<file path="src/rtl/mcf_pkg.sv">
/*
 Shared constants and types for the master clock and flash waitstate control.
 Assumes a single core clock domain and an AHB-Lite register bus.
*/
package mcf_pkg;
	// ****************************************
	// Register map
	// ****************************************
	localparam logic [7:0] CLK_CTRL_OFS = 8'h00;
	localparam logic [7:0] MEM_CTRL_OFS = 8'h04;
	localparam logic [7:0] SYS_CFG_OFS = 8'h08;
	localparam logic [7:0] STATUS_OFS = 8'h0C;
	// ****************************************
	// Field positions
	// ****************************************
	localparam int MODE_POS = 0;
	localparam int IDIV_POS = 2;
	localparam int ODIV_POS = 4;
	localparam int MUL_POS = 8;
	localparam int VB_POS = 16;
	localparam int WS_POS = 0;
	localparam int HALVE_POS = 0;
	// ****************************************
	// Reset values and codes
	// ****************************************
	localparam logic [1:0] MODE_PLL = 2'h3;
	localparam logic [1:0] MODE_RST = 2'h0;
	localparam logic [1:0] IDIV_RST = 2'h0;
	localparam logic [3:0] ODIV_RST = 4'h0;
	localparam logic [4:0] MUL_RST = 5'h00;
	localparam logic [1:0] VB_RST = 2'h0;
	localparam logic [1:0] VB_RESERVED = 2'h3;
	localparam logic [1:0] WS_RST = 2'h2;
	localparam logic [1:0] WS_MAX = 2'h2;
	localparam logic [4:0] GLIDE_STEP = 5'h01;
	typedef enum {MCF_IDLE, MCF_WAIT} mcf_acc_t;
	// AHB-Lite data phase carrier
	typedef struct packed {
		logic [7:0] addr;
		logic wr;
		logic act;
	} mcf_bus_t;
	// Complete block state
	typedef struct packed {
		mcf_bus_t bus;
		logic [31:0] rdata;
		logic [1:0] mode;
		logic [1:0] idiv;
		logic [3:0] odiv;
		logic [4:0] mul;
		logic [1:0] vb;
		logic [1:0] ws;
		logic halve;
		logic [4:0] mul_eff;
		logic [1:0] icnt;
		logic [3:0] ocnt;
		logic [4:0] vcnt;
		logic mc;
		logic cpu;
		mcf_acc_t acc;
		logic [1:0] wcnt;
		logic ready;
		logic [2:0] osc_sync;
	} mcf_state_t;
endpackage

</file>
<file path="src/rtl/mcf_ctrl.sv">
/*
 Master clock generation control and flash access waitstate timing.
 Assumes OSC_IN is asynchronous to CORE_CLK and a single AHB-Lite master.
*/
`timescale 1ns/1ps
`default_nettype none
module mcf_ctrl (
	input wire logic CORE_CLK,
	input wire logic SYS_RST,
	input wire logic HSEL,
	input wire logic [31:0] HADDR,
	input wire logic [1:0] HTRANS,
	input wire logic HWRITE,
	input wire logic [2:0] HSIZE,
	input wire logic [31:0] HWDATA,
	input wire logic HREADY,
	output logic [31:0] HRDATA,
	output logic HREADYOUT,
	output logic HRESP,
	input wire logic OSC_IN,
	output logic MC_OUT,
	output logic CPU_CLK_OUT,
	input wire logic FLASH_REQ,
	input wire logic FLASH_SEQ,
	output logic FLASH_READY
);
	mcf_pkg::mcf_state_t st_reg, st_next;
	logic ref_tick;

	// Waitstate decode, reserved code treated as the slowest setting
	function automatic logic [1:0] ws_count(input logic [1:0] code);
		if (code > mcf_pkg::WS_MAX) begin
			ws_count = mcf_pkg::WS_MAX;
		end else begin
			ws_count = code;
		end
	endfunction

	// ****************************************
	// Reference tick
	// ****************************************
	// Input prescaler wrap, seen by the checks below; mirrors the next-state decode
	assign ref_tick = (st_reg.osc_sync[1] ^ st_reg.osc_sync[2]) && (st_reg.icnt >= st_reg.idiv);

	// ****************************************
	// Next-state logic
	// ****************************************
	always_comb begin
		logic edge_now;
		logic vco_tick;
		logic pre_tick;
		st_next = st_reg;
		edge_now = 1'b0;
		vco_tick = 1'b0;
		pre_tick = 1'b0;
		st_next.osc_sync = {st_reg.osc_sync[1:0], OSC_IN};
		// Stage one is read only by stage two
		// Both oscillator edges count, so the toggled master clock keeps the full ratio
		edge_now = st_reg.osc_sync[1] ^ st_reg.osc_sync[2];
		// Input prescaler on each oscillator edge
		if (edge_now) begin
			if (st_reg.icnt >= st_reg.idiv) begin
				st_next.icnt = 2'h0;
				pre_tick = 1'b1;
			end else begin
				st_next.icnt = st_reg.icnt + 2'h1;
			end
		end
		// ****************************************
		// Clock path
		// ****************************************
		// VCO model: multiply by (mul_eff+1) pulses per reference, band gates it
		// Limitation: those pulses must fit between two reference ticks in core cycles
		if (st_reg.mode == mcf_pkg::MODE_PLL && st_reg.vb == mcf_pkg::VB_RESERVED) begin
			// Reserved band holds the VCO still, master clock frozen
			vco_tick = 1'b0;
			st_next.vcnt = 5'h00;
			st_next.mul_eff = mcf_pkg::MUL_RST;
		end else if (st_reg.mode == mcf_pkg::MODE_PLL) begin
			if (pre_tick) begin
				st_next.vcnt = st_reg.mul_eff;
				vco_tick = 1'b1;
			end else if (st_reg.vcnt != 5'h00) begin
				st_next.vcnt = st_reg.vcnt - 5'h01;
				vco_tick = 1'b1;
			end
			// Multiplier glides toward its target one step per reference
			if (pre_tick && st_reg.mul_eff < st_reg.mul) begin
				st_next.mul_eff = st_reg.mul_eff + mcf_pkg::GLIDE_STEP;
			end else if (pre_tick && st_reg.mul_eff > st_reg.mul) begin
				st_next.mul_eff = st_reg.mul_eff - mcf_pkg::GLIDE_STEP;
			end
		end else begin
			vco_tick = pre_tick;
			st_next.vcnt = 5'h00;
			st_next.mul_eff = mcf_pkg::MUL_RST;
		end
		// Output prescaler toggles master clock
		if (vco_tick) begin
			if (st_reg.ocnt >= st_reg.odiv) begin
				st_next.ocnt = 4'h0;
				st_next.mc = ~st_reg.mc;
				if (!st_reg.halve || st_reg.mc) begin
					st_next.cpu = ~st_reg.cpu;
				end
			end else begin
				st_next.ocnt = st_reg.ocnt + 4'h1;
			end
		end
		// ****************************************
		// Flash access sequencer
		// ****************************************
		// Done pulse lasts one cycle unless a new access completes
		st_next.ready = 1'b0;
		case (st_reg.acc)
			mcf_pkg::MCF_IDLE: begin
				if (FLASH_REQ) begin
					if (FLASH_SEQ || ws_count(st_reg.ws) == 2'h0) begin
						st_next.ready = 1'b1;
					end else begin
						st_next.wcnt = ws_count(st_reg.ws) - 2'h1;
						st_next.acc = mcf_pkg::MCF_WAIT;
					end
				end
			end
			mcf_pkg::MCF_WAIT: begin
				if (st_reg.wcnt == 2'h0) begin
					st_next.ready = 1'b1;
					st_next.acc = mcf_pkg::MCF_IDLE;
				end else begin
					st_next.wcnt = st_reg.wcnt - 2'h1;
				end
			end
			default: st_next.acc = mcf_pkg::MCF_IDLE;
		endcase
		// ****************************************
		// Register bus
		// ****************************************
		// AHB-Lite: data phase of previous address phase
		if (st_reg.bus.act && st_reg.bus.wr) begin
			if (st_reg.bus.addr == mcf_pkg::CLK_CTRL_OFS) begin
				st_next.mode = HWDATA[mcf_pkg::MODE_POS +: 2];
				st_next.idiv = HWDATA[mcf_pkg::IDIV_POS +: 2];
				st_next.odiv = HWDATA[mcf_pkg::ODIV_POS +: 4];
				st_next.mul = HWDATA[mcf_pkg::MUL_POS +: 5];
				st_next.vb = HWDATA[mcf_pkg::VB_POS +: 2];
			end else if (st_reg.bus.addr == mcf_pkg::MEM_CTRL_OFS) begin
				st_next.ws = HWDATA[mcf_pkg::WS_POS +: 2];
			end else if (st_reg.bus.addr == mcf_pkg::SYS_CFG_OFS) begin
				st_next.halve = HWDATA[mcf_pkg::HALVE_POS];
			end
		end
		// Address phase capture and read data
		st_next.bus.act = HSEL && HREADY && HTRANS[1];
		st_next.bus.wr = HWRITE;
		st_next.bus.addr = HADDR[7:0];
		st_next.rdata = 32'h0000_0000;
		if (HSEL && HREADY && HTRANS[1] && !HWRITE) begin
			if (HADDR[7:0] == mcf_pkg::CLK_CTRL_OFS) begin
				st_next.rdata[mcf_pkg::MODE_POS +: 2] = st_reg.mode;
				st_next.rdata[mcf_pkg::IDIV_POS +: 2] = st_reg.idiv;
				st_next.rdata[mcf_pkg::ODIV_POS +: 4] = st_reg.odiv;
				st_next.rdata[mcf_pkg::MUL_POS +: 5] = st_reg.mul;
				st_next.rdata[mcf_pkg::VB_POS +: 2] = st_reg.vb;
			end else if (HADDR[7:0] == mcf_pkg::MEM_CTRL_OFS) begin
				st_next.rdata[mcf_pkg::WS_POS +: 2] = st_reg.ws;
			end else if (HADDR[7:0] == mcf_pkg::SYS_CFG_OFS) begin
				st_next.rdata[mcf_pkg::HALVE_POS] = st_reg.halve;
			end else if (HADDR[7:0] == mcf_pkg::STATUS_OFS) begin
				st_next.rdata[4:0] = st_reg.mul_eff;
				st_next.rdata[8] = (st_reg.mul_eff == st_reg.mul);
			end
		end
	end

	// ****************************************
	// State register
	// ****************************************
	always_ff @(posedge CORE_CLK) begin
		if (SYS_RST) begin
			st_reg <= '0;
			st_reg.mode <= mcf_pkg::MODE_RST;
			st_reg.idiv <= mcf_pkg::IDIV_RST;
			st_reg.odiv <= mcf_pkg::ODIV_RST;
			st_reg.mul <= mcf_pkg::MUL_RST;
			st_reg.vb <= mcf_pkg::VB_RST;
			st_reg.ws <= mcf_pkg::WS_RST; // Slowest safe default
			st_reg.acc <= mcf_pkg::MCF_IDLE;
		end else begin
			st_reg <= st_next;
		end
	end

	// Outputs straight from flip-flops, HREADYOUT and HRESP tied constant; bus has zero wait states
	assign HRDATA = st_reg.rdata;
	assign HREADYOUT = 1'b1;
	assign HRESP = 1'b0;
	assign MC_OUT = st_reg.mc;
	assign CPU_CLK_OUT = st_reg.cpu;
	assign FLASH_READY = st_reg.ready;
endmodule
`default_nettype wire

</file>
<file path="config.mk">
export PLATFORM = sky130hd
export DESIGN_NAME = mcf_ctrl
export DESIGN_NICKNAME = d
export VERILOG_FILES = /design/src/rtl/mcf_pkg.sv /design/src/rtl/mcf_ctrl.sv
export SDC_FILE = /design/constraint.sdc
export NUM_CORES = 1
export LEC_CHECK = 0
export ABC_CLOCK_PERIOD_IN_PS = 5330
export BUFFER_PORTS_ARGS = -buffer_cell sky130_fd_sc_hd__buf_4
export CAP_MARGIN = 5
export CORE_MARGIN = 2
export CORE_UTILIZATION = 45
export DETAILED_ROUTE_END_ITERATION = 6
export PLACE_DENSITY = 0.83
export SYNTH_ARGS = -nofsm -noshare
export SYNTH_HDL_FRONTEND = slang
export SYNTH_SLANG_ARGS = --single-unit
</file>
<file path="constraint.sdc">
create_clock -name CORE_CLK -period 5.33 [get_ports CORE_CLK]
set_clock_uncertainty 0.1 [all_clocks]
set_input_delay 0.7995 -clock CORE_CLK [delete_from_list [all_inputs] [get_ports CORE_CLK]]
set_output_delay 0.7995 -clock CORE_CLK [all_outputs]
set_load 0.01 [all_outputs]
</file>
==> impl_metrics.csv <==
group,metric,value,unit
outcome,status,"finished clean",
cts,cts_setup_buffers,0,
layout,fill_cells,651,
layout,area_growth,12.5,%
worst_setup_path,cp_cell_sequence,"ha_1, a21oi_1, o221ai_1, or3_1, fa_1, a21o_1, a221o_1, mux2i_1, a211o_1, nand2_1",
timing,final-hold-violation-count,0,
yosys,ys_types,54,
cts,cts_sinks,68,
global_routing,overflow,0,
timing,maxSlewHeadroom,55.0,%
layout,diodes,0,
global_routing,grt_max_degree,46,
worst_setup_path,slowest_stage,"fa_1",
cts,cts_buffers,9,
floorplanning,die_y,90.0,microns
route,vias,2515,
worst_setup_path,cp-end-kind,"flop",
worst_setup_path,worstPathMaxFanout,5,
hold_path,hold_class,"flop to flop",
yosys,ys_seq_area_share,40.9,%
yosys,netlist_area,3330,sq um
layout,largest_reg_flops,48,
worst_setup_path,reg2reg_depth,10,
layout,regArea,1360,sq um
placement,place_inst,478,
cts,ctsHoldBuffers,0,
yosys,postSynthAreaPerCell,9.24,sq um
worst_setup_path,r2r_setup_slack,2.22,ns
timing,slew_viol_final,0,
placement,pre_cts_slack,2.29,ns
floorplanning,rows,31,
worst_setup_path,worstSetupPathType,"flop to flop",
floorplanning,die_area,8100,sq um
layout,final_cells,494,
timing,finalSetupViolCount,0,
route,route.detailed.drc,0,
global_routing,grt_usage,16.9,%
route,routed_wl,6630,microns
yosys,synth_seq_cells,68,
route,drt_iter0_markers,125,
timing,rsz0062_at_grt,"false",
floorplanning,initial_core_util,46.1,%
floorplanning,die_x,90.0,microns
cts,cts_htree_levels,3,
cts,insertion_delay,0.33,ns
route,postRouteAntennaNets,0,
global_routing,grt_pass1_vias,2384,
hold_path,min_to,"st_next[2]",
worst_setup_path,cp_data_arrival_time,3.24,ns
layout,final_nets,485,
worst_setup_path,critical_path.max_stage_delay,0.45,ns
worst_setup_path,rr_startpoint,"st_reg[55]",
yosys,synth-edff-count,0,
yosys,synth_ff_type,"dfxtp_1",
worst_setup_path,r2r_end,"st_reg[55]",
yosys,yosysWarnings,0,
global_routing,antenna_found_initial,0,
cts,cts_tree,"yes",
timing,timing.fmax,321,MHz
cts,clock_path_buffers,2,
job,maxCapViolCount,0,
placement,place_congestion,0.795,
timing,hold_ws,0.338,ns
layout,layout-drive-gt1-share,19.0,%
yosys,netlist_instances,360,
yosys,yosysTopAreaCell,"dfxtp_1",
timing,fin_tns_setup,0,ns
power_and_ir_drop,ir_worst_vdd,0.119,mV
global_routing,grt_pass1_wl,11200,microns
timing,finalWorstSetupSlack,2.22,ns
hold_path,holdPathStages,1,
yosys,synth.most_common_cell,"dfxtp_1",
timing,timing.final.crit_share,58.4,%
power_and_ir_drop,powerDensity,270,nW/um^2
cts,clk_pin_slew_worst_paths,0.07,ns
yosys,synth_top_area_share,40.9,%
yosys,ys_top_cells_by_count,"68 x dfxtp_1, 36 x nor2_1, 34 x buf_4, 24 x a21oi_1, 21 x mux2i_1",
floorplanning,ioPinCount,114,
timing,fin_crit,3.11,ns
placement,dp_hpwl,4700,microns
cts,root_buffer,"clkbuf_8",
floorplanning,core_area,7210,sq um
route,routedWlPerCell,13.4,microns
layout,multi_input_area,1600,sq um
timing,tightest_slew,0.674,ns
power_and_ir_drop,p_leak,1.47,nW
worst_setup_path,cp-start-kind,"flop",
route,first_pass_iters,5,
cts,cts.repair.resized,0,
yosys,ys_top_cells_by_area,"dfxtp_1 41%, buf_4 7.7%, ha_1 6.4%",
placement,io_buffers,49,
yosys,async_flop_share,0,%
worst_setup_path,crit_required,5.46,ns
hold_path,hp-start,"st_next[1]",
route,vias_per_cell,5.09,
[report_power, final]
part | internal (mW) | total (mW) | switching [mW]
registers | 0.516 | 0.521 | 0.00456
clock network | 0.240 | 0.426 | 0.186
logic | 0.0293 | 0.0643 | 0.0349
[area by class of cell]
type / count / share of cell area [%]
well taps: 99 / 3.31
clock inverters: 4 / 1.27
flip-flops and latches: 68 / 36.4
inverters: 20 / 2.01
repair buffers: 50 / 10.0
multi-input cells: 241 / 42.9
clock buffers: 12 / 4.15
[cell families (layout without fill, tap and decap cells)]
kind of cell	Yosys count	count (layout)	synth area share, %
xor gates and xnor gates	9	9	2.37
adders and majority gates	18	18	7.00
buffers and inverters	68	86	12.8
DFF	68	68	40.9
other	2	19	0.226
and+or+nand+nor	120	120	19.4
muxes	24	24	7.67
AOI/OAI and AO/OA	51	51	9.67
[through the flow]
step | area (sq um) | total power, mW | util, %
2_1_floorplan | 3390 | 0.580 | -
3_3_place_gp | 3540 | 0.594 | 49.1
3_5_place_dp | 3540 | 0.597 | 49.1
4_1_cts | 3740 | 1.02 | 51.9
5_1_grt | 3740 | 1.05 | 51.9
6_report | 3740 | 1.01 | 51.9
[layer usage]
metal  vias to the layer above  part of all wire [%]  GRT usage, %
met5                         -                     0             0
met3                        16                   6.5          4.11
li1                       1235                     -             -
met2                        86                    50          28.3
met1                      1178                    41          20.7
met4                         0                   2.2          7.56
[worst max path at each step]
stage                     startpoint         end  slack, ns  cells after the start
after detailed placement  st_reg[55]  st_reg[55]       2.29                     10
after CTS                 st_reg[65]  st_reg[55]       2.26                     11
after global placement    st_reg[55]  st_reg[55]       2.38                     10
after global routing      st_reg[55]  st_reg[55]       2.06                     10
after floorplan           st_reg[65]  st_reg[55]       2.55                     11
final                     st_reg[55]  st_reg[55]       2.22                     10
[critical path, delay by kind of cell (launching register included)]
kind                       cells  cell delay [ns]
DFF                            1             0.42
adders and majority gates      2             0.75
AOI/OAI and AO/OA              5             1.04
and+or+nand+nor                2             0.49
muxes                          1             0.21
[placed cells by master (no fill, tap or decap), types with 8 or more instances in the layout]
cell type and n:
nor2_1 36, clkbuf_8 11, conb_1 19, buf_4 50, nand2_1 19, mux2i_1 21
nand3_1 8, inv_1 20, ha_1 17, nor4_1 8, a21oi_1 24, nor2b_1 17
dfxtp_1 68
Power figures use the tool's default switching activity.
